File: config.mk
export PLATFORM = sky130hd
export DESIGN_NAME = oel_event_latch
export DESIGN_NICKNAME = d
export VERILOG_FILES = /design/src/hdl/oel_pkg.sv /design/src/hdl/oel_event_latch.sv /design/src/hdl/oel_sync.sv /design/src/hdl/oel_hold_timer.sv
export VERILOG_INCLUDE_DIRS = /design/src /design/src/hdl
export SDC_FILE = /design/constraint.sdc
export NUM_CORES = 1
export LEC_CHECK = 0
export ABC_CLOCK_PERIOD_IN_PS = 4900
export BUFFER_PORTS_ARGS = -buffer_cell sky130_fd_sc_hd__buf_2
export CAP_MARGIN = 20
export CORE_MARGIN = 4
export CORE_UTILIZATION = 40
export DETAILED_ROUTE_END_ITERATION = 8
export GPL_TIMING_DRIVEN = 0
export PLACE_DENSITY_LB_ADDON = 0.25
export SYNTH_ARGS = -nofsm -noshare
export SYNTH_HDL_FRONTEND = slang
export SYNTH_SLANG_ARGS = --single-unit
File: constraint.sdc
create_clock -name mclk -period 4.9 [get_ports mclk]
set_input_delay 0.245 -clock mclk [delete_from_list [all_inputs] [get_ports mclk]]
set_output_delay 0.245 -clock mclk [all_outputs]
set_load 0.02 [all_outputs]
File: src/hdl/oel_map.svh
// oel_map.svh: register offsets, field positions, reset values, timing counts
// assumes apb byte addressing, one aligned 32-bit word per register, mclk at 20 MHz
//
// Contract
// - event flags read at 68h, written at e8h
// - timer time-out sets flag bit 10
// - write one clears flag, zero keeps it
// - single-ended zero over 2 ms sets bit 9
// - session request pulsing sets flag bit 8
// - control bit 9 selects request detection kind
// - j to k while suspended sets bit 7
// - idle over 3 ms enters suspend, bit 6
`ifndef OEL_MAP_SVH
`define OEL_MAP_SVH

// ---------------------------------------------------------------------
// register offsets
// ---------------------------------------------------------------------
`define OEL_EVT_RD_ADDR 8'h68
`define OEL_EVT_WR_ADDR 8'he8
`define OEL_CTRL_ADDR   8'h00
`define OEL_MASK_ADDR   8'h04
`define OEL_LIVE_ADDR   8'h08

// ---------------------------------------------------------------------
// fields and reset values
// ---------------------------------------------------------------------
`define OEL_EVT_RESET   16'h0000
`define OEL_EVT_USED    16'h07ff
`define OEL_MASK_RESET  16'h0000
`define OEL_SEL_RESET   1'b0
`define OEL_SEL_BIT     9
`define OEL_LIVE_RESET  6'h00

// ---------------------------------------------------------------------
// timing
// ---------------------------------------------------------------------
`define OEL_CLK_KHZ      20000
`define OEL_SE0_TIME_US  2000
`define OEL_IDLE_TIME_US 3000
`define OEL_SE0_CYCLES   ((`OEL_SE0_TIME_US * `OEL_CLK_KHZ + 999) / 1000)
`define OEL_IDLE_CYCLES  ((`OEL_IDLE_TIME_US * `OEL_CLK_KHZ + 999) / 1000)
`define OEL_TMR_W        17
`define OEL_PRIME_DONE   2'h3

`endif

File: src/hdl/oel_pkg.sv
// oel_pkg: types shared by the event latch modules
// assumes oel_map.svh is on the include path
`include "oel_map.svh"

package oel_pkg;

    typedef struct packed {
        logic [4:0] rsvd;
        logic       timer_expired_flag;
        logic       long_single_ended_zero_flag;
        logic       session_request_flag;
        logic       resume_seen_flag;
        logic       suspend_entered_flag;
        logic       remote_pullup_change_flag;
        logic       peripheral_session_valid_change;
        logic       host_session_valid_change;
        logic       peripheral_session_end_change;
        logic       host_bus_power_valid_change;
        logic       plug_id_change_flag;
    } oel_flags_t;

    typedef struct packed {
        logic remote_pullup;
        logic periph_session_valid;
        logic host_session_valid;
        logic periph_session_end;
        logic host_bus_power_valid;
        logic plug_id;
    } oel_live_t;

    typedef struct packed {
        logic dp;
        logic dm;
    } oel_line_t;

    typedef struct packed {
        oel_line_t line;
        oel_live_t live;
    } oel_pins_t;

    typedef enum logic [1:0] {
        OEL_SE0 = 2'b00,
        OEL_K   = 2'b01,
        OEL_J   = 2'b10,
        OEL_SE1 = 2'b11
    } oel_bus_t;

    typedef enum logic [0:0] {
        OEL_ACTIVE    = 1'b0,
        OEL_SUSPENDED = 1'b1
    } oel_port_t;

    // full-speed line decode, j is dp high
    function automatic oel_bus_t oel_line_state(input oel_line_t l);
        return oel_bus_t'({l.dp, l.dm});
    endfunction : oel_line_state

endpackage : oel_pkg

File: src/hdl/oel_event_latch.sv
// oel_event_latch: sticky dual-role port event flags behind an apb slave
// assumes timer_timeout comes from logic on mclk; port pins are asynchronous
//
// Implementation choice: register access over APB.
`timescale 1ns/1ns
`default_nettype none
`include "oel_map.svh"

module oel_event_latch
    import oel_pkg::*;
#(
    parameter logic [`OEL_TMR_W-1:0] SE0_CYCLES  = `OEL_TMR_W'(`OEL_SE0_CYCLES),
    parameter logic [`OEL_TMR_W-1:0] IDLE_CYCLES = `OEL_TMR_W'(`OEL_IDLE_CYCLES)
) (
    input  wire logic        mclk,
    input  wire logic        reset,
    input  wire logic        psel,
    input  wire logic        penable,
    input  wire logic        pwrite,
    input  wire logic [7:0]  paddr,
    input  wire logic [31:0] pwdata,
    output var  logic [31:0] prdata,
    output var  logic        pready,
    output var  logic        pslverr,
    input  wire oel_pins_t   pins,
    input  wire logic        timer_timeout,
    output var  logic        irq
);

    // -----------------------------------------------------------------
    // pin synchronisation
    // -----------------------------------------------------------------
    oel_pins_t pins_sync;

    oel_sync u_sync (
        .mclk       (mclk),
        .reset      (reset),
        .pins_async (pins),
        .pins_sync  (pins_sync)
    );

    oel_live_t live;
    oel_live_t live_prev;
    oel_bus_t  bus_now;
    oel_bus_t  bus_prev;
    logic      dp_prev;
    logic      host_sess_prev;
    logic [1:0] prime;
    wire        primed = (prime == `OEL_PRIME_DONE);

    assign live    = pins_sync.live;
    assign bus_now = oel_line_state(pins_sync.line);

    wire dp_now        = pins_sync.line.dp;
    wire host_sess_now = live.host_session_valid;

    // rising edge of a level against its last sample
    function automatic logic rising(input logic now, input logic prev);
        return now && !prev;
    endfunction : rising

    // history regs start at zero, so edges count only once primed;
    // this hides the reset-to-live jump on session end and plug id
    always_ff @(posedge mclk or posedge reset) begin
        if (reset) begin
            prime <= 2'h0;
        end else if (!primed) begin
            prime <= prime + 2'h1;
        end
    end

    always_ff @(posedge mclk or posedge reset) begin
        if (reset) begin
            live_prev <= `OEL_LIVE_RESET;
        end else begin
            live_prev <= live;
        end
    end

    always_ff @(posedge mclk or posedge reset) begin
        if (reset) begin
            bus_prev <= OEL_SE0;
        end else begin
            bus_prev <= bus_now;
        end
    end

    always_ff @(posedge mclk or posedge reset) begin
        if (reset) begin
            dp_prev <= 1'b0;
        end else begin
            dp_prev <= dp_now;
        end
    end

    always_ff @(posedge mclk or posedge reset) begin
        if (reset) begin
            host_sess_prev <= 1'b0;
        end else begin
            host_sess_prev <= host_sess_now;
        end
    end

    // -----------------------------------------------------------------
    // apb decode
    // -----------------------------------------------------------------
    // full byte compare, so no register aliases
    wire setup    = psel && !penable;
    wire access   = psel && penable && pready;
    wire aligned  = (paddr[1:0] == 2'b00);
    wire hit_evr  = aligned && (paddr == `OEL_EVT_RD_ADDR);
    wire hit_evw  = aligned && (paddr == `OEL_EVT_WR_ADDR);
    wire hit_ctrl = aligned && (paddr == `OEL_CTRL_ADDR);
    wire hit_mask = aligned && (paddr == `OEL_MASK_ADDR);
    wire hit_live = aligned && (paddr == `OEL_LIVE_ADDR);

    // the event word has separate read and write codes
    wire rd_ok    = hit_evr || hit_ctrl || hit_mask || hit_live;
    wire wr_ok    = hit_evw || hit_ctrl || hit_mask;
    wire mapped   = pwrite ? wr_ok : rd_ok;

    wire wr_evt   = access && pwrite && hit_evw;
    wire wr_ctrl  = access && pwrite && hit_ctrl;
    wire wr_mask  = access && pwrite && hit_mask;

    // -----------------------------------------------------------------
    // software registers
    // -----------------------------------------------------------------
    oel_flags_t  flags;
    oel_flags_t  next_flags;
    logic [15:0] mask;
    logic        request_kind_select;

    // only implemented flag bits stick in the mask
    always_ff @(posedge mclk or posedge reset) begin
        if (reset) begin
            mask <= `OEL_MASK_RESET;
        end else if (wr_mask) begin
            mask <= pwdata[15:0] & `OEL_EVT_USED;
        end
    end

    always_ff @(posedge mclk or posedge reset) begin
        if (reset) begin
            request_kind_select <= `OEL_SEL_RESET;
        end else if (wr_ctrl) begin
            request_kind_select <= pwdata[`OEL_SEL_BIT];
        end
    end

    // -----------------------------------------------------------------
    // duration detectors
    // -----------------------------------------------------------------
    logic se0_long;
    logic se0_long_prev;
    logic idle_long;
    logic idle_long_prev;

    // synced line only: glitches of a clock or two are not filtered
    wire  line_se0 = (bus_now == OEL_SE0);
    wire  line_j   = (bus_now == OEL_J);

    oel_hold_timer #(
        .LIMIT (SE0_CYCLES)
    ) u_se0_timer (
        .mclk  (mclk),
        .reset (reset),
        .hold  (line_se0),
        .over  (se0_long)
    );

    oel_hold_timer #(
        .LIMIT (IDLE_CYCLES)
    ) u_idle_timer (
        .mclk  (mclk),
        .reset (reset),
        .hold  (line_j),
        .over  (idle_long)
    );

    always_ff @(posedge mclk or posedge reset) begin
        if (reset) begin
            se0_long_prev <= 1'b0;
        end else begin
            se0_long_prev <= se0_long;
        end
    end

    always_ff @(posedge mclk or posedge reset) begin
        if (reset) begin
            idle_long_prev <= 1'b0;
        end else begin
            idle_long_prev <= idle_long;
        end
    end

    // one event per continuous stretch, not one per cycle
    wire se0_event  = rising(se0_long, se0_long_prev);
    wire idle_event = rising(idle_long, idle_long_prev);

    // -----------------------------------------------------------------
    // suspend tracking
    // -----------------------------------------------------------------
    oel_port_t port_state;
    oel_port_t next_port_state;

    wire j_to_k = (bus_prev == OEL_J) && (bus_now == OEL_K);

    always_comb begin
        next_port_state = port_state;
        unique case (port_state)
            OEL_ACTIVE: begin
                if (idle_event) begin
                    next_port_state = OEL_SUSPENDED;
                end
            end
            OEL_SUSPENDED: begin
                // any non-j sample ends suspend, a glitch included
                if (!line_j) begin
                    next_port_state = OEL_ACTIVE;
                end
            end
        endcase
    end

    always_ff @(posedge mclk or posedge reset) begin
        if (reset) begin
            port_state <= OEL_ACTIVE;
        end else begin
            port_state <= next_port_state;
        end
    end

    wire suspend_event = (port_state == OEL_ACTIVE) && idle_event;
    wire resume_event  = (port_state == OEL_SUSPENDED) && j_to_k;

    // -----------------------------------------------------------------
    // session request detection
    // -----------------------------------------------------------------
    // select high: bus power pulse; low: data-line pulse.
    // only the leading edge is seen, pulse width is not qualified
    wire bus_power_pulse = primed && rising(host_sess_now, host_sess_prev);
    wire data_line_pulse = primed && rising(dp_now, dp_prev);
    wire srp_event       = request_kind_select ? bus_power_pulse
                                               : data_line_pulse;

    // -----------------------------------------------------------------
    // status change detection
    // -----------------------------------------------------------------
    // no change events until the history is primed
    wire [5:0] live_change = primed ? (live ^ live_prev) : 6'h00;

    // -----------------------------------------------------------------
    // event flags
    // -----------------------------------------------------------------
    oel_flags_t set_vec;
    oel_flags_t clr_vec;

    always_comb begin
        set_vec                                 = '0;
        set_vec.timer_expired_flag              = timer_timeout;
        set_vec.long_single_ended_zero_flag     = se0_event;
        set_vec.session_request_flag            = srp_event;
        set_vec.resume_seen_flag                = resume_event;
        set_vec.suspend_entered_flag            = suspend_event;
        set_vec.remote_pullup_change_flag       = live_change[5];
        set_vec.peripheral_session_valid_change = live_change[4];
        set_vec.host_session_valid_change       = live_change[3];
        set_vec.peripheral_session_end_change   = live_change[2];
        set_vec.host_bus_power_valid_change     = live_change[1];
        set_vec.plug_id_change_flag             = live_change[0];
    end

    // ones clear, zeros keep; reserved bits never stick
    wire [15:0] clr_bits = pwdata[15:0] & `OEL_EVT_USED;
    assign clr_vec = wr_evt ? oel_flags_t'(clr_bits)
                            : oel_flags_t'(16'h0000);

    // a new event in the clearing cycle survives the clear
    assign next_flags = oel_flags_t'((flags & ~clr_vec) | set_vec);

    always_ff @(posedge mclk or posedge reset) begin
        if (reset) begin
            flags <= `OEL_EVT_RESET;
        end else begin
            flags <= next_flags;
        end
    end

    // -----------------------------------------------------------------
    // interrupt
    // -----------------------------------------------------------------
    // from next_flags so irq lines up with the flag register
    wire [15:0] pending = 16'(next_flags) & mask;

    always_ff @(posedge mclk or posedge reset) begin
        if (reset) begin
            irq <= 1'b0;
        end else begin
            irq <= |pending;
        end
    end

    // -----------------------------------------------------------------
    // read path and apb answer
    // -----------------------------------------------------------------
    logic [15:0] rd_word;
    wire  [15:0] rd_evt  = 16'(flags);
    wire  [15:0] rd_ctrl = 16'(request_kind_select) << `OEL_SEL_BIT;
    wire  [15:0] rd_live = {10'h000, live};

    assign rd_word = hit_evr  ? rd_evt  :
                     hit_ctrl ? rd_ctrl :
                     hit_mask ? mask    :
                     hit_live ? rd_live :
                                16'h0000;

    // answer fixed at one access cycle; read data frozen at setup
    always_ff @(posedge mclk or posedge reset) begin
        if (reset) begin
            pready <= 1'b0;
        end else begin
            pready <= setup;
        end
    end

    always_ff @(posedge mclk or posedge reset) begin
        if (reset) begin
            pslverr <= 1'b0;
        end else begin
            pslverr <= setup && !mapped;
        end
    end

    // zeroed after each access so a write answer shows no stale data
    always_ff @(posedge mclk or posedge reset) begin
        if (reset) begin
            prdata <= 32'h0000_0000;
        end else if (setup && !pwrite) begin
            prdata <= {16'h0000, rd_word};
        end else if (access) begin
            prdata <= 32'h0000_0000;
        end
    end

endmodule : oel_event_latch
`default_nettype wire

File: src/hdl/oel_sync.sv
// oel_sync: two-flop synchroniser bank for the port pins
// assumes pins are quasi-static relative to mclk
`timescale 1ns/1ns
`default_nettype none
`include "oel_map.svh"

module oel_sync
    import oel_pkg::*;
(
    input  wire logic      mclk,
    input  wire logic      reset,
    input  wire oel_pins_t pins_async,
    output var  oel_pins_t pins_sync
);

    oel_pins_t stage1;

    // stage1 is read by the second flop only
    always_ff @(posedge mclk or posedge reset) begin
        if (reset) begin
            stage1    <= '0;
            pins_sync <= '0;
        end else begin
            stage1    <= pins_async;
            pins_sync <= stage1;
        end
    end

endmodule : oel_sync
`default_nettype wire

File: src/hdl/oel_hold_timer.sv
// oel_hold_timer: flags a condition held longer than a cycle limit
// assumes a synchronous condition input
`timescale 1ns/1ns
`default_nettype none
`include "oel_map.svh"

module oel_hold_timer
    import oel_pkg::*;
#(
    parameter logic [`OEL_TMR_W-1:0] LIMIT = `OEL_TMR_W'(`OEL_SE0_CYCLES)
) (
    input  wire logic mclk,
    input  wire logic reset,
    input  wire logic hold,
    output var  logic over
);

    logic [`OEL_TMR_W-1:0] count;
    logic [`OEL_TMR_W-1:0] next_count;
    wire                   at_limit = (count == LIMIT);

    // saturates so a long hold never wraps into a second event
    assign next_count = !hold   ? '0 :
                        at_limit ? count :
                        count + `OEL_TMR_W'(1);

    always_ff @(posedge mclk or posedge reset) begin
        if (reset) begin
            count <= '0;
            over  <= 1'b0;
        end else begin
            count <= next_count;
            over  <= hold && at_limit;
        end
    end

endmodule : oel_hold_timer
`default_nettype wire

==> run summary <==
status: finished clean
Detailed Route WL: 9.15 mm
Critical Path Sink Type: flop
setup bufs post-CTS: 0
Post-synth top cells: 102 x dfrtp_1, 32 x nor2_1, 30 x nand2_1
Worst-Margin Slew: 0.856 ns
Worst EP required: 5.12 ns
first-pass GRT wire length: 15.6 mm
Setup Skew: 0.00573 ns
Placer Congestion: 0.777
chip width: 116 um
CTS tree: built
Core Box Area: 11400 um^2
crit start category: flop
WS Path Type: flop to flop
initial antenna violation count: 0
initial core utilization: 0.407
PwrDens: 305 nW/um^2
worst hold slack: 0.0113 ns
cell with the most instances after synthesis: dfrtp_1
Critical Path Sink: irq$_DFF_PP0_
Place WS: 2.64 ns
drt drc: 0
WL/cell: 14.1 um
CTS sink cnt: 102
I/O pins: 89
PostCTS Resize Cnt: 0
GRT overflow: 0
Reg2Reg Launch Point: prime[0]$_DFFE_PP0N_
ys flop type: dfrtp_1
RSZ-0062 raised after global routing: no
syn avg cell area: 11.1 um^2
Max Buffers Root-to-Sink: 2
Detail Route Antenna Nets: 0
Cell Area, Placed: 5160 um^2
Synth area leaders: dfrtp_1 55%, xor2_1 3.8%, buf_4 3.6%
Final Hold Fails: 0
Critical path origin: prime[0]$_DFFE_PP0N_
Clock Tree Root: clkbuf_16
DIE HEIGHT: 116 um
num rows: 39
area share of the largest cell type after synthesis: 0.549
htree depth: 3
Port Buf Inserts: 46
Worst Hold Class: primary input to flop
vias in the first global route: 3238
setup TNS: 0 ns
post-DP HPWL: 6.49 mm
Max-cap violations: 0
number of synthesized flops with an enable pin: 0
ANT cells: 0
register area share after synthesis: 0.549
largest net degree at the start of global routing: 57
leakage power: 0.00255 uW
die area: 13400 um^2
synth-to-layout area growth: 19.3%
Async SR Flop Fraction: 1.00
share of post-route cells with drive strength above 1: 0.211
setup violators final: 0
setup slack, reg-to-reg: 2.69 ns
Yosys Warn Count: 0
Iter 0 DRT Violations: 185
clock latency on the worst-skew pair: 0.34 ns
hold-fix buffers at CTS: 8
Vias: 3236
Final nets: 563
Total GRT Usage: 0.147
Pre-antenna DRT Iters: 4
Worst slew margin: 0.425
Tmin final: 2.21 ns
Final Worst Setup Slack: 2.69 ns
fmax: 452 MHz
VDD IR max: 0.153 mV
Mapped Cells: 417
hold path startpoint: pins[1]
Finished Cell Area: 5540 um^2
total power: 1690 uW
critical path arrival: 2.43 ns
post-route clock period utilization: 0.451
worst reg2reg endpoint: irq$_DFF_PP0_
Mapped Area: 4650 um^2
Synth cell types: 49
average vias per placed instance: 4.97
cts bufs inserted: 9
CP Max Fanout: 9
cells on worst reg2reg path: 7
post-synth top area cell: dfrtp_1
Clock Pin Slew Worst Setup and Hold Paths: 0.07 ns
Slew Limit Fails: 0
#FFs+latches synth: 102
==> power breakdown <==
| group | total (uW) | switching, uW | leakage [uW] | internal, uW |
|---|---|---|---|---|
| Clock | 718 | 308 | 0.000142 | 410 |
| Combinational | 109 | 65.2 | 0.00110 | 44.1 |
| Sequential | 864 | 9.07 | 0.00131 | 855 |
==> area by class of cell <==
| type | count | area, um^2 |
|---|---|---|
| plain buffers | 34 | 215 |
| clock buffers | 11 | 243 |
| clock inverters | 5 | 58.8 |
| fillers | 1062 | 5880 |
| inverters | 15 | 58.8 |
| multi-input cells | 286 | 1900 |
| flip-flops and latches | 102 | 2550 |
| well taps | 143 | 179 |
| repair buffers | 55 | 338 |
==> per-stage QoR <==
stage,utilization,instances
final,0.485,651
after global placement,0.449,626
after global routing,0.485,651
after detailed placement,0.452,627
after floorplan,-,437
after CTS,0.485,651
==> worst min-delay path by stage <==
stage / to / slack [ns] / cells after the start
finish: u_sync.stage1[1]$_DFF_PP0_ / 0.01 / 1
global placement: u_sync.pins_sync[7]$_DFF_PP0_ / 0.33 / 0
CTS: u_sync.stage1[1]$_DFF_PP0_ / 0.0004 / 1
floorplan: u_sync.stage1[0]$_DFF_PP0_ / 0.28 / 0
detailed placement: u_sync.pins_sync[4]$_DFF_PP0_ / 0.33 / 0
global route: u_sync.stage1[1]$_DFF_PP0_ / 0.01 / 1
==> layer usage <==
metal  track usage  share of wire
met1         0.197           0.47
met2         0.237           0.47
met3        0.0235          0.046
met4        0.0673          0.017
met5             0              0
==> worst max-delay path, cell delays in order, from the launching register on <==
cell and delay [ns]:
dfrtp_1 0.40, ha_1 0.20, clkbuf_1 0.20, inv_1 0.23, a21oi_1 0.10, o21a_1 0.20
a2111o_1 0.40, or3_1 0.38
==> flip-flops by register name (all words and copies together) (netlist names), 2 cells and up <==
name                count
bus_prev                2
live_prev               5
flags                  11
prdata                 11
u_idle_timer.count     17
u_se0_timer.count      17
u_sync.pins_sync        8
prime                   2
u_sync.stage1           8
mask                   11
==> cells by family after synthesis <==
logic type,after synthesis,share of synthesized area
buf+inv,49,0.0584
xor+xnor,33,0.0622
mux,16,0.0382
other cells,1,0.000807
simple gates,147,0.179
compound gates,63,0.0961
fa+ha+maj,6,0.0162
flops,102,0.549
==> placed cells by master (no fill, tap or decap), drive strengths merged, types with 6 or more instances in the layout <==
master         n
nand2         30
a222oi         6
buf           72
dfrtp        102
nor4           6
xnor2         13
inv           15
dlygate4sd3    8
and2           6
and4           6
o21ai         19
ha             6
nor2          32
xor2          20
clkbuf        20
and3           8
a21oi          7
conb          21
nand4         11
a21o           8
mux2          14
nand3         13
Note: power is estimated with default switching activity, not from simulation.
